File: src/hdba_pkg.sv
package hdba_pkg;

	// ------------------------------------------------------------
	// timing and layout constants
	// ------------------------------------------------------------
	localparam int HDBA_ADDR_W = 24;
	localparam int HDBA_LANE_W = 8;
	localparam logic [7:0] HDBA_LOW_CARRY = 8'hff;
	localparam logic [2:0] HDBA_REQ_DELAY = 3'h2;  // rising edges from grant-high sample to request
	localparam logic [2:0] HDBA_OWN_DELAY = 3'h2;  // falling edges from sample to phase TX
	localparam logic [1:0] HDBA_WR_STROBE_LAG = 2'h1; // clocks from address strobe to data strobes

	// ------------------------------------------------------------
	// types
	// ------------------------------------------------------------
	typedef enum logic [3:0] {
		HDBA_IDLE = 4'h0,
		HDBA_CHKGNT = 4'h1,
		HDBA_REQ = 4'h2,
		HDBA_WAITOWN = 4'h3,
		HDBA_TX = 4'h4,
		HDBA_XAL = 4'h5,
		HDBA_ALE = 4'h6,
		HDBA_AS = 4'h7,
		HDBA_DS = 4'h8,
		HDBA_WAITACK = 4'h9,
		HDBA_END = 4'ha,
		HDBA_FLOAT = 4'hb,
		HDBA_RELEASE = 4'hc
	} hdba_state_e;

	// command from the adapter's dma engine
	typedef struct packed {
		logic start;
		logic write;
		logic burst;
		logic [HDBA_ADDR_W-1:0] addr;
		logic [7:0] count;
		logic upper;
		logic lower;
		logic [15:0] wdata;
	} hdba_cmd_s;

	// arbitration and control pins as the device sees them
	typedef struct packed {
		logic bus_grant_n;
		logic bus_busy_n;
		logic burst_release_n;
		logic bus_fault_n;
		logic transfer_ack_n;
		logic address_strobe_n;
		logic upper_byte_strobe_n;
		logic lower_byte_strobe_n;
	} hdba_pins_s;

endpackage

File: src/hdba_master.sv
// Overview of operation
// - read_not_write is high for dma reads and low for dma writes.
// - read_not_write, lower strobe, address strobe driven only during dma, else pulled high.
// - upper byte strobe asserted when the high lane carries data; pulled high otherwise.
// - slave acknowledges before T2 falling edge; wait states inserted until acknowledge seen.
// - low address latch enable pulses at the start of every dma cycle.
// - extended latch pulses before each block, on low-byte carry, and every cycle-steal transfer.
// - data_direction low for dma reads, high for dma writes.
// - data_buffer_en_n low during dma data transfers.
// - bus_owned_n held low while the device controls the bus.
// - all bus activity is timed from host_bus_clock.
// - grant input is synchronised to the core clock before use.
// - burst release during burst gives up the bus then re-requests; else ignored.
// - bus fault during dma terminates the operation abnormally.
// - high lane is host bits 15-8, low lane 7-0, pin 0 most significant.
// - each lane's parity pin carries odd parity of its byte; both are driven only while the low lane is driven.
// - grant sampled high on a falling edge; request driven two rising edges later.
// - take bus only when request, grant low and busy, fault, strobes, ack high.
// - first bus phase starts on the second falling edge after the good sample.
// - busy seen negated before taking the bus by driving bus_owned_n low.
// - request may return high once grant acknowledge is held.
// - busy input reads high when left unconnected.
// - arbitration inputs sampled on falling edges, outputs changed on rising edges.
// - in writes, data strobes assert one clock after address strobe falls.
module hdba_master (
	input wire logic core_clk_i,
	input wire logic rst_n_i,
	input wire logic host_bus_clock_i,
	input wire hdba_pkg::hdba_cmd_s cmd_i,
	input wire hdba_pkg::hdba_pins_s pins_i,
	input wire logic [7:0] addr_data_high_lane_i,
	input wire logic [7:0] addr_data_low_lane_i,
	output logic busy_o,
	output logic done_o,
	output logic fault_o,
	output logic [15:0] rdata_o,
	output logic rdata_valid_o,
	output logic bus_request_n_o,
	output logic bus_owned_n_o,
	output logic read_not_write_o,
	output logic read_not_write_oe_o,
	output logic address_strobe_n_o,
	output logic address_strobe_n_oe_o,
	output logic upper_byte_strobe_n_o,
	output logic upper_byte_strobe_n_oe_o,
	output logic lower_byte_strobe_n_o,
	output logic lower_byte_strobe_n_oe_o,
	output logic low_addr_latch_en_o,
	output logic ext_addr_latch_en_o,
	output logic data_direction_o,
	output logic data_buffer_en_n_o,
	output logic [7:0] addr_data_high_lane_o,
	output logic [7:0] addr_data_low_lane_o,
	output logic addr_data_high_lane_oe_o,
	output logic addr_data_low_lane_oe_o,
	output logic parity_high_lane_o,
	output logic parity_low_lane_o,
	output logic parity_oe_o
);
	import hdba_pkg::*;

	// ------------------------------------------------------------
	// pin synchronisers
	// ------------------------------------------------------------
	// every outside pin passes two flops; only stage two is read
	localparam int NSYNC = 9;
	logic [NSYNC-1:0] sync_a;
	logic [NSYNC-1:0] sync_b;
	logic [15:0] lane_a;
	logic [15:0] lane_b;
	wire [NSYNC-1:0] raw_in = {host_bus_clock_i, pins_i};

	always_ff @(posedge core_clk_i) begin
		if (!rst_n_i) begin
			sync_a <= {NSYNC{1'b1}};
			sync_b <= {NSYNC{1'b1}};
			lane_a <= 16'h0000;
			lane_b <= 16'h0000;
		end else begin
			sync_a <= raw_in;
			sync_b <= sync_a;
			lane_a <= {addr_data_high_lane_i, addr_data_low_lane_i};
			lane_b <= lane_a;
		end
	end

	// named views of the synchronised pins
	wire bclk_s = sync_b[8];
	wire grant_n_s = sync_b[7];
	wire busy_n_s = sync_b[6]; // (pull-up keeps it high when open)
	wire release_n_s = sync_b[5];
	wire fault_n_s = sync_b[4];
	wire ack_n_s = sync_b[3];
	wire as_n_s = sync_b[2];
	wire uds_n_s = sync_b[1];
	wire lds_n_s = sync_b[0];

	// ------------------------------------------------------------
	// bus clock edge detection
	// ------------------------------------------------------------
	logic bclk_d;
	always_ff @(posedge core_clk_i) begin
		if (!rst_n_i) begin
			bclk_d <= 1'b1; // matches the synchroniser's reset level, so no false edge
		end else begin
			bclk_d <= bclk_s;
		end
	end
	wire bclk_rise = bclk_s & ~bclk_d;
	wire bclk_fall = ~bclk_s & bclk_d;

	// ------------------------------------------------------------
	// falling-edge samples of arbitration inputs
	// ------------------------------------------------------------
	// sample on bus clock falling edges only; request and ownership outputs change on rising edges
	logic grant_smp_n;
	logic own_ok;
	logic release_smp_n;
	logic fault_smp_n;
	logic ack_smp_n;
	wire next_own_ok = ~bus_request_n_o & ~grant_n_s & busy_n_s & fault_n_s
		& as_n_s & uds_n_s & lds_n_s & ack_n_s;

	always_ff @(posedge core_clk_i) begin
		if (!rst_n_i) begin
			grant_smp_n <= 1'b1;
			own_ok <= 1'b0;
			release_smp_n <= 1'b1;
			fault_smp_n <= 1'b1;
			ack_smp_n <= 1'b1;
		end else if (bclk_fall) begin
			grant_smp_n <= grant_n_s;
			own_ok <= next_own_ok;
			release_smp_n <= release_n_s;
			fault_smp_n <= fault_n_s;
			ack_smp_n <= ack_n_s;
		end
	end

	// ------------------------------------------------------------
	// transfer bookkeeping
	// ------------------------------------------------------------
	hdba_state_e state;
	hdba_state_e next_state;
	logic [HDBA_ADDR_W-1:0] addr;
	logic [7:0] remain;
	logic is_write;
	logic is_burst;
	logic need_xal;
	logic rerequest;
	logic [2:0] edge_cnt;
	logic [15:0] wdata;
	logic use_upper;
	logic use_lower;
	logic all_done;
	logic aborted;

	wire last_xfer = (remain == 8'h00);
	// word addresses step by two, so the low byte carries out from fe or ff
	wire carry_low = ((addr[7:0] | 8'h01) == HDBA_LOW_CARRY);
	wire dma_active = (state != HDBA_IDLE) && (state != HDBA_CHKGNT);
	wire in_cycle = (state == HDBA_AS) || (state == HDBA_DS) || (state == HDBA_WAITACK);
	wire burst_cut = is_burst & ~release_smp_n & in_cycle; // (ignored outside burst)
	wire bus_err = ~fault_smp_n & dma_active;

	// ------------------------------------------------------------
	// sequencer
	// ------------------------------------------------------------
	// rising edges move request/own; falling edges move bus phases
	always_comb begin
		next_state = state;
		unique case (state)
			HDBA_IDLE: if (cmd_i.start) next_state = HDBA_CHKGNT;
			HDBA_CHKGNT: if (bclk_fall && grant_n_s) next_state = HDBA_REQ;
			HDBA_REQ: if (bclk_rise && edge_cnt == HDBA_REQ_DELAY - 3'h1) next_state = HDBA_WAITOWN;
			HDBA_WAITOWN: if (bclk_fall && own_ok && edge_cnt == HDBA_OWN_DELAY - 3'h1) next_state = HDBA_TX;
			HDBA_TX: if (bclk_fall) next_state = need_xal ? HDBA_XAL : HDBA_ALE;
			HDBA_XAL: if (bclk_fall) next_state = HDBA_ALE;
			HDBA_ALE: if (bclk_fall) next_state = HDBA_AS;
			HDBA_AS: if (bclk_fall) next_state = HDBA_DS;
			HDBA_DS: if (bclk_fall) next_state = HDBA_WAITACK;
			HDBA_WAITACK: if (bclk_fall && !ack_smp_n) next_state = HDBA_END;
			HDBA_END: if (bclk_fall) next_state = (last_xfer || !is_burst || rerequest) ? HDBA_FLOAT
				: (carry_low ? HDBA_XAL : HDBA_ALE);
			HDBA_FLOAT: if (bclk_rise) next_state = HDBA_RELEASE;
			HDBA_RELEASE: if (bclk_rise) next_state = all_done ? HDBA_IDLE : HDBA_CHKGNT;
			default: next_state = HDBA_IDLE;
		endcase
		if (bus_err && state != HDBA_FLOAT && state != HDBA_RELEASE) begin
			next_state = HDBA_FLOAT;
		end
	end

	always_ff @(posedge core_clk_i) begin
		if (!rst_n_i) begin
			state <= HDBA_IDLE;
		end else begin
			state <= next_state;
		end
	end

	// edge counter used while waiting for request and ownership
	always_ff @(posedge core_clk_i) begin
		if (!rst_n_i) begin
			edge_cnt <= 3'h0;
		end else if (state == HDBA_REQ) begin
			if (bclk_rise) edge_cnt <= edge_cnt + 3'h1;
		end else if (state == HDBA_WAITOWN) begin
			if (bclk_fall) edge_cnt <= own_ok ? edge_cnt + 3'h1 : 3'h0;
		end else begin
			edge_cnt <= 3'h0;
		end
	end

	// address, count and mode bookkeeping
	always_ff @(posedge core_clk_i) begin
		if (!rst_n_i) begin
			addr <= '0;
			remain <= 8'h00;
			is_write <= 1'b0;
			is_burst <= 1'b0;
			need_xal <= 1'b0;
			rerequest <= 1'b0;
			wdata <= 16'h0000;
			use_upper <= 1'b0;
			use_lower <= 1'b0;
		end else if (state == HDBA_IDLE && cmd_i.start) begin
			addr <= cmd_i.addr;
			remain <= cmd_i.count;
			is_write <= cmd_i.write;
			is_burst <= cmd_i.burst;
			need_xal <= 1'b1;
			rerequest <= 1'b0;
			wdata <= cmd_i.wdata;
			use_upper <= cmd_i.upper;
			use_lower <= cmd_i.lower;
		end else if (state == HDBA_END && bclk_fall) begin
			addr <= addr + 24'h000002;
			remain <= remain - 8'h01;
			need_xal <= ~is_burst | carry_low;
		end else if (burst_cut) begin
			rerequest <= 1'b1;
		end else if (state == HDBA_CHKGNT) begin
			rerequest <= 1'b0;
			need_xal <= 1'b1;
		end
	end

	// job end tracking; the count wraps after the last transfer, so it is not trusted then
	always_ff @(posedge core_clk_i) begin
		if (!rst_n_i) begin
			all_done <= 1'b0;
			aborted <= 1'b0;
		end else if (state == HDBA_IDLE && cmd_i.start) begin
			all_done <= 1'b0;
			aborted <= 1'b0;
		end else if (bus_err) begin
			all_done <= 1'b1;
			aborted <= 1'b1;
		end else if (state == HDBA_END && bclk_fall && last_xfer) begin
			all_done <= 1'b1;
		end
	end

	// ------------------------------------------------------------
	// lane drive and parity
	// ------------------------------------------------------------
	// pin 0 is the msb, so each byte is bit-reversed onto its lane
	function automatic logic [7:0] hdba_rev(input logic [7:0] v);
		logic [7:0] r;
		r = 8'h00;
		for (int i = 0; i < 8; i++) begin
			r[i] = v[7-i];
		end
		return r;
	endfunction

	wire [15:0] lane_word = (state == HDBA_XAL) ? {8'h00, addr[23:16]}
		: (state == HDBA_ALE || state == HDBA_TX) ? addr[15:0] : wdata;
	wire drive_addr = (state == HDBA_TX) || (state == HDBA_XAL) || (state == HDBA_ALE);
	wire drive_data = is_write && in_cycle;
	wire next_hi_oe = (drive_addr && state != HDBA_XAL) || (drive_data && use_upper);
	wire next_lo_oe = drive_addr || (drive_data && use_lower);
	wire next_strobe_oe = dma_active && state != HDBA_RELEASE && state != HDBA_FLOAT
		&& state != HDBA_CHKGNT && state != HDBA_REQ && state != HDBA_WAITOWN;
	wire next_ds_on = (state == HDBA_WAITACK) || (state == HDBA_DS);
	wire next_as_on = in_cycle;

	// registered pin drive; every output comes from a flop
	always_ff @(posedge core_clk_i) begin
		if (!rst_n_i) begin
			addr_data_high_lane_o <= 8'h00;
			addr_data_low_lane_o <= 8'h00;
			addr_data_high_lane_oe_o <= 1'b0;
			addr_data_low_lane_oe_o <= 1'b0;
			parity_high_lane_o <= 1'b1;
			parity_low_lane_o <= 1'b1;
			parity_oe_o <= 1'b0;
		end else begin
			addr_data_high_lane_o <= hdba_rev(lane_word[15:8]);
			addr_data_low_lane_o <= hdba_rev(lane_word[7:0]);
			addr_data_high_lane_oe_o <= next_hi_oe;
			addr_data_low_lane_oe_o <= next_lo_oe;
			parity_high_lane_o <= ~^lane_word[15:8];
			parity_low_lane_o <= ~^lane_word[7:0];
			parity_oe_o <= next_lo_oe;
		end
	end

	// control strobes, latch enables and transceiver controls
	always_ff @(posedge core_clk_i) begin
		if (!rst_n_i) begin
			read_not_write_o <= 1'b1;
			read_not_write_oe_o <= 1'b0;
			address_strobe_n_o <= 1'b1;
			address_strobe_n_oe_o <= 1'b0;
			upper_byte_strobe_n_o <= 1'b1;
			upper_byte_strobe_n_oe_o <= 1'b0;
			lower_byte_strobe_n_o <= 1'b1;
			lower_byte_strobe_n_oe_o <= 1'b0;
			low_addr_latch_en_o <= 1'b0;
			ext_addr_latch_en_o <= 1'b0;
			data_direction_o <= 1'b0;
			data_buffer_en_n_o <= 1'b1;
		end else begin
			read_not_write_o <= ~is_write | ~next_strobe_oe;
			read_not_write_oe_o <= next_strobe_oe;
			address_strobe_n_o <= ~next_as_on;
			address_strobe_n_oe_o <= next_strobe_oe;
			upper_byte_strobe_n_o <= ~(next_ds_on & use_upper);
			upper_byte_strobe_n_oe_o <= next_strobe_oe;
			lower_byte_strobe_n_o <= ~(next_ds_on & use_lower);
			lower_byte_strobe_n_oe_o <= next_strobe_oe;
			low_addr_latch_en_o <= (state == HDBA_ALE);
			ext_addr_latch_en_o <= (state == HDBA_XAL);
			data_direction_o <= is_write & next_strobe_oe;
			data_buffer_en_n_o <= ~(in_cycle && (is_write || state != HDBA_AS));
		end
	end

	// ------------------------------------------------------------
	// arbitration outputs and user status
	// ------------------------------------------------------------
	// request and ownership change only on bus clock rising edges
	always_ff @(posedge core_clk_i) begin
		if (!rst_n_i) begin
			bus_request_n_o <= 1'b1;
			bus_owned_n_o <= 1'b1;
		end else if (bclk_rise) begin
			if (state == HDBA_REQ && edge_cnt == HDBA_REQ_DELAY - 3'h1) begin
				bus_request_n_o <= 1'b0;
			end else if (!bus_owned_n_o) begin
				bus_request_n_o <= 1'b1;
			end
			if (state == HDBA_WAITOWN && own_ok) begin
				bus_owned_n_o <= 1'b0;
			end else if (state == HDBA_RELEASE) begin
				bus_owned_n_o <= 1'b1;
			end
		end
	end

	// read data capture and completion reporting
	always_ff @(posedge core_clk_i) begin
		if (!rst_n_i) begin
			rdata_o <= 16'h0000;
			rdata_valid_o <= 1'b0;
			done_o <= 1'b0;
			fault_o <= 1'b0;
			busy_o <= 1'b0;
		end else begin
			rdata_valid_o <= 1'b0;
			done_o <= 1'b0;
			fault_o <= 1'b0;
			busy_o <= (next_state != HDBA_IDLE);
			if (state == HDBA_WAITACK && bclk_fall && !ack_smp_n && !is_write) begin
				rdata_o <= {hdba_rev(lane_b[15:8]), hdba_rev(lane_b[7:0])};
				rdata_valid_o <= 1'b1;
			end
			if (state == HDBA_RELEASE && next_state == HDBA_IDLE && !aborted) begin
				done_o <= 1'b1;
			end
			if (bus_err && state != HDBA_FLOAT && state != HDBA_RELEASE) begin
				fault_o <= 1'b1;
			end
		end
	end

endmodule

File: config.mk
export PLATFORM = sky130hd
export DESIGN_NAME = hdba_master
export DESIGN_NICKNAME = d
export VERILOG_FILES = /design/src/hdba_pkg.sv /design/src/hdba_master.sv
export SDC_FILE = /design/constraint.sdc
export NUM_CORES = 1
export LEC_CHECK = 0
export BUFFER_PORTS_ARGS = -buffer_cell sky130_fd_sc_hd__buf_2
export CAP_MARGIN = 20
export CORE_MARGIN = 4
export CORE_UTILIZATION = 35
export CTS_CLUSTER_SIZE = 8
export DETAILED_ROUTE_END_ITERATION = 10
export PLACE_DENSITY = 0.62
export SYNTH_ARGS = -nofsm -noshare
export SYNTH_HDL_FRONTEND = slang
export SYNTH_SLANG_ARGS = --single-unit
File: constraint.sdc
create_clock -name core_clk_i -period 3.4 [get_ports core_clk_i]
set_input_delay 0.68 -clock core_clk_i [delete_from_list [all_inputs] [get_ports core_clk_i]]
set_output_delay 0.68 -clock core_clk_i [all_outputs]
set_load 0.1 [all_outputs]
==> results of run 1 <==
-- report_power, final --
group | leakage [nW] | switching [W] | internal (W)
registers | 1.39 | 0.0000863 | 0.00209
clock network | 0.304 | 0.000970 | 0.00102
logic | 1.65 | 0.000344 | 0.000197
total | 3.34 | 0.00140 | 0.00330
-- kinds of logic (layout without fill, tap and decap cells) --
logic type,Yosys count,in the layout,share of synthesized area [%]
compound gates,156,156,14.7
fa+ha+maj,4,4,0.729
simple gates,343,343,25.4
mux,2,2,0.292
xor+xnor,43,43,5.49
flops,169,169,49.3
buf+inv,66,188,4.17
-- cell usage after synthesis, types with 3 or more instances --
library cell | instances | share of area, %
dfxtp_1 | 169 | 49
nand2_1 | 122 | 6.7
a21oi_1 | 68 | 5.0
nor2_1 | 57 | 3.1
and2_1 | 35 | 3.2
clkbuf_1 | 35 | 1.9
a211oi_1 | 31 | 3.4
nand2b_1 | 30 | 2.7
xnor2_1 | 26 | 3.3
nand3_1 | 20 | 1.5
xor2_1 | 17 | 2.2
nor3_1 | 16 | 1.2
o21ai_0 | 15 | 1.1
nand4_1 | 13 | 1.2
inv_1 | 10 | 0.55
o211ai_1 | 9 | 0.98
a211o_1 | 8 | 1.0
nor4bb_1 | 8 | 1.2
and3_1 | 7 | 0.64
buf_2 | 7 | 0.51
buf_1 | 6 | 0.33
buf_4 | 6 | 0.66
nor2b_1 | 5 | 0.46
nor4_1 | 5 | 0.46
and4_1 | 4 | 0.51
ha_1 | 4 | 0.73
nor3b_1 | 4 | 0.44
o211a_1 | 4 | 0.58
a31oi_1 | 3 | 0.27
-- state kept, by name (all words and copies together) (netlist names), 3 cells and up --
| name | cells |
|---|---|
| addr_data_high_lane_o | 8 |
| sync_a | 9 |
| addr | 24 |
| remain | 8 |
| addr_data_low_lane_o | 8 |
| edge_cnt | 3 |
| sync_b | 9 |
| lane_a | 16 |
| rdata_o | 16 |
| state | 4 |
| lane_b | 16 |
| wdata | 16 |
-- metal layers --
layer,routed length [microns],track usage [%],part of all wire (%)
met5,0,0,0
met4,343,4.85,2.0
met3,792,4.14,4.6
met2,8590,27.8,50
met1,7550,19.5,44
-- worst paths after layout --
kind | start | to | slack, ns
max | state[1]$_SDFF_PN0_ | parity_low_lane_o$_SDFF_PN1_ | 0.82
min | sync_a[2]$_SDFF_PN1_ | sync_b[2]$_SDFF_PN1_ | 0.41
max reg2reg | state[1]$_SDFF_PN0_ | parity_low_lane_o$_SDFF_PN1_ | 0.82
min reg2reg | sync_a[2]$_SDFF_PN1_ | sync_b[2]$_SDFF_PN1_ | 0.41
-- final cells by class --
cell class	count	area, sq um
Fill cell	1953	10700
Tap cell	260	325
Clock inverter	15	206
Clock buffer	17	425
Multi-Input combinational cell	548	3200
Inverter	11	41.3
Sequential cell	169	3380
Timing Repair Buffer	145	753
-- worst reg2reg max path, cell delays in order, from the launching register on --
cell      delay [ns]
dfxtp_1         0.78
and4bb_1        0.39
a211o_1         0.31
a211o_1         0.32
a211o_1         0.31
a211oi_1        0.25
o21ai_1         0.09
-- per-stage QoR --
stage	area (sq um)	cells	total power, W	setup WS [ns]
global route	8340	1165	0.00491	0.704
CTS	8340	1165	0.00475	0.842
finish	8340	1165	0.00470	0.817
floorplan	6870	783	0.00261	1.30
global placement	7700	1133	0.00276	0.894
detailed placement	7700	1133	0.00276	0.855
==> results.ini, run 1 <==
[status]
status=complete, no violations

[critical_path]
crit_path_cell_trace=and4bb_1 > a211o_1 > a211o_1 > a211o_1 > a211oi_1 > o21ai_1
critPathKind=reg -> reg
worstPathArrival_ns=2.87
crit_family=compound AO/OA/AOI/OAI gates
cp.depth=6
cp_max_fo=21
cp_num_buf_inv=0
cp-start-kind=flip-flop
crit_slowest_cell=dfxtp_1
ff2ff_path_depth=6
worst_path_most_repeated_cell=a211o_1
critical-path-max-stage-delay_ns=0.78
cp-end-kind=flip-flop
worstPathRequired_ns=3.69

[synth]
ys_ff_latch=169
ys_warn_count=0
syn_area_sq_um=6870
seq_area_frac_synth_pct=49.3
postSynthAreaPerCell_sq_um=8.77
ys_types=60
synth_edf_count=0
synthFlopType=dfxtp_1
synth_nets=867
synthCells=783
synthArstFlopShare_pct=0

[clocking]
cts_tree=done
cts-root-buf=clkbuf_16
post_cts_buffers=0
cts.path.max_buffers=2
hold_buffers=0
cts.sinks=169
cts_resized=0
clock_latency_ns=0.43
clk_pin_slew_ns=0.07
numCtsBuffers=17
cts-htree-levels=4

[drt]
drtPass1Iterations=5
route.vias.total=5652
wl_per_cell_microns=14.8
postRouteAntennaNets=0
first_iter_violations=374
viasPerCell=4.85
drcViolationCount=0
wirelength_microns=17300

[finish]
fin_nets=976
fin_util_pct=43.8
most-common-layout-cells=169 x dfxtp_1, 134 x buf_2, 122 x nand2_1, 68 x a21oi_1, 57 x nor2_1
area_growth_syn_to_layout_pct=21.4
drive_gt1_share_pct=20.3
antenna-diode-count=0
final_common_cell=dfxtp_1

[placement]
routabilityCongestion=0.835
io_buffers=134
dp_hpwl_microns=12200

[floorplanning]
die_area_sq_um=21900
die_h_microns=148
die_w_microns=148
ioPinCount=135
num_rows=50
core-area_sq_um=19000
initial_core_util_pct=36.1

[timing]
finalMaxSlewViolations=0
hold_viol=0
post-route-period-util_pct=76.0
finalSetupViolCount=0
worst_slew_margin_rel_pct=46.5
rsz0062_at_grt=false
fin_setup_tns_ns=0
min_period_ns=2.58
fin_skew_ns=0.00956
whs_ns=0.407
fmax_ghz=0.387
worstMarginPinSlew_ns=0.803

[run]
max_cap_viol_count=0

[grt]
grt_max_degree=83
grt_usage_pct=16.0
grt_overflow=0
grt_pass1_vias=5565
grt_pass1_wl_microns=28200
antenna_found_initial=0

[min_path]
hold_path_depth=1
min_path_type=reg -> reg

[power]
peakVddDrop_v=0.000322
p_per_area_nw_per_um2=564
p_leak_nw=3.34

(Power assumes the default switching activity.)
==> run 2: changes to the inputs <==
- PLACE_DENSITY: 0.62 -> 0.64
- clock period: 3.4 -> 2.3 ns (I/O delays scaled with it)
==> run 2 against run 1 <==
  * Final cell count grew 2.0%
  * Clock power rose by 41%
  * Critical path depth is the same
  * Die area unchanged
  * Worst hold slack lost 0.20 ns
  * Total power rose by 46%
  * Via count up 3.1%
  * Largest cell class unchanged
  * Count of clock-buffer cells in the layout unchanged
  * Utilization rose by 0.95 points
  * Sequential power rose by 47%
  * Critical endpoint unchanged
  * Design area increased by 2.2%
  * Critical path type unchanged
  * Largest power group unchanged
==> results.ini, run 2 (synthesis results as in run 1) <==
[critical_path]
critical-path-max-stage-delay_ns=0.41  ; -0.37 ns
crit_path_cell_trace=or3b_4 > a211o_1 > a211o_1 > a211o_1 > a211oi_1 > o21ai_1
crit_slowest_cell=or3b_4
worstPathRequired_ns=2.61  ; -1.08 ns
crit_family=compound AO/OA/AOI/OAI gates
cp.depth=6  ; unchanged
cp_max_fo=5  ; -76%
cp-end-kind=flip-flop
worst_path_most_repeated_cell=a211o_1
cp_num_buf_inv=0  ; unchanged
worstPathArrival_ns=2.50  ; -0.37 ns
critPathKind=reg -> reg
cp-start-kind=flip-flop
ff2ff_path_depth=6  ; unchanged

[finish]
final_common_cell=dfxtp_1
multi_input_area_sq_um=3220  ; +0.59%
largest_register_ffs=24  ; unchanged
fillCellCount=1946  ; -0.36%
register_area_sq_um=3380  ; about the same
drive_gt1_share_pct=23.0  ; +2.6 points
antenna-diode-count=0  ; unchanged
fin_nets=1000  ; +2.5%
fin_util_pct=44.8  ; +0.95 points
largest-register=addr
design_area_sq_um=8520  ; +2.2%
most-common-layout-cells=168 x dfxtp_1, 134 x buf_2, 122 x nand2_1, 68 x a21oi_1, 57 x nor2_1
area_growth_syn_to_layout_pct=24.0

[timing]
fin_skew_ns=0.00878  ; -0.000776 ns
worst_slew_margin_rel_pct=50.2  ; +3.7 points
worstMarginPinSlew_ns=0.728  ; -0.0745 ns
finalSetupViolCount=0  ; unchanged
finalMaxSlewViolations=0  ; unchanged
post-route-period-util_pct=95.2  ; +19 points
fmax_ghz=0.457  ; +18%
min_period_ns=2.19  ; -0.395 ns
rsz0062_at_grt=false
hold_viol=0  ; unchanged

[power]
internal_power_w=0.00494  ; +50%
p_per_area_nw_per_um2=806  ; +43%
pwr-share-seq_pct=46.6  ; +0.4 points
p_leak_nw=3.45  ; +3.5%
p_switching_w=0.00192  ; +37%
switching_share_pct=28.0  ; -1.8 points
peakVddDrop_v=0.000478  ; +49%
power_frac_clock_pct=40.9  ; -1.4 points
combPwrFrac_pct=12.4  ; +0.9 points

[clocking]
post_cts_buffers=0  ; unchanged
cts-root-buf=clkbuf_16
cts_tree=done
cts.path.max_buffers=2  ; unchanged
cts.sinks=169  ; unchanged
clock_latency_ns=0.43  ; about the same
clk_pin_slew_ns=0.07  ; about the same
cts-htree-levels=4  ; unchanged
numCtsBuffers=17  ; unchanged

[placement]
routabilityCongestion=0.865  ; +3.6%
dp_hpwl_microns=12700  ; +4.8%
place_area_sq_um=7920  ; +2.8%
io_buffers=134  ; unchanged

[grt]
grt_max_degree=77  ; -7.2%
grt_overflow=0  ; unchanged
grt_pass1_wl_microns=28400  ; +0.58%
grt_usage_pct=16.1  ; +0.15 points
antenna_found_initial=1  ; +1
grt_pass1_vias=5581  ; +0.29%

[drt]
first_iter_violations=280  ; -25%
postRouteAntennaNets=0  ; unchanged
drcViolationCount=0  ; unchanged
wirelength_microns=17500  ; +1.4%
drt-met1-wl_microns=7770  ; +3.0%
wl_per_cell_microns=14.8  ; -0.53%
route.vias.total=5830  ; +3.1%
wl_met3_microns=806  ; +1.8%
drtPass1Iterations=5  ; unchanged
wl_met2_microns=8640  ; +0.58%
dr.max_layer_used=met5
viasPerCell=4.91  ; +1.2%

[floorplanning]
die_w_microns=148  ; unchanged
die_area_sq_um=21900  ; unchanged
core-area_sq_um=19000  ; unchanged
die_h_microns=148  ; unchanged
ioPinCount=135  ; unchanged
num_rows=50  ; unchanged
initial_core_util_pct=36.1  ; unchanged

[run]
max_cap_viol_count=0  ; unchanged

[status]
status=complete, no violations

[min_path]
hold_path_depth=2  ; +1
min_path_type=in -> reg

==> run 2: per-stage QoR <==
step	setup TNS (ns)	power (W)	hold slack [ns]	instances	worst slack (ns)
floorplan	0	0.00386	0.381	783	0.204
global placement	0	0.00411	0.390	1157	0.0582
detailed placement	-0.0157	0.00412	0.393	1157	-0.0157
CTS	0	0.00693	0.183	1188	0.00720
global route	0	0.00716	0.188	1188	0.00207
finish	0	0.00686	0.205	1188	0.111
==> run 2: worst paths after layout <==
path	from	slack [ns]	endpoint
max	state[2]$_SDFF_PN0_	0.11	parity_low_lane_o$_SDFF_PN1_
min	host_bus_clock_i	0.20	sync_a[8]$_SDFF_PN1_
max reg2reg	state[2]$_SDFF_PN0_	0.11	parity_low_lane_o$_SDFF_PN1_
min reg2reg	sync_a[2]$_SDFF_PN1_	0.40	sync_b[2]$_SDFF_PN1_
==> run 2: cell type report <==
type | instances | area share [%]
Sequential cell | 169 | 39.7
Multi-Input combinational cell | 548 | 37.8
Timing Repair Buffer | 169 | 11.4
Clock buffer | 17 | 5.00
Tap cell | 260 | 3.82
Clock inverter | 14 | 1.75
Inverter | 11 | 0.485
==> run 2: what timing repair did <==
action	in CTS	in global routing
gates resized for setup	2	4
endpoints found under the setup margin	1	2
hold buffers	0	0
pin swaps	0	1
==> run 2: layer usage <==
layer / vias to the layer above / global-route usage [%]
met1: 2719 / 20.2
met2: 124 / 27.2
met5: - / 0
met3: 24 / 4.08
li1: 2961 / -
met4: 2 / 5.45
==> run 2: power by group through the flow <==
| stage | Clock, W | Sequential [W] | Combinational (W) |
|---|---|---|---|
| final | 0.00281 | 0.00320 | 0.000853 |
| after global routing | 0.00301 | 0.00322 | 0.000938 |
| after CTS | 0.00288 | 0.00320 | 0.000860 |
| after detailed placement | 0 | 0.00326 | 0.000853 |
| after global placement | 0 | 0.00326 | 0.000845 |
| after floorplan | 0 | 0.00341 | 0.000453 |
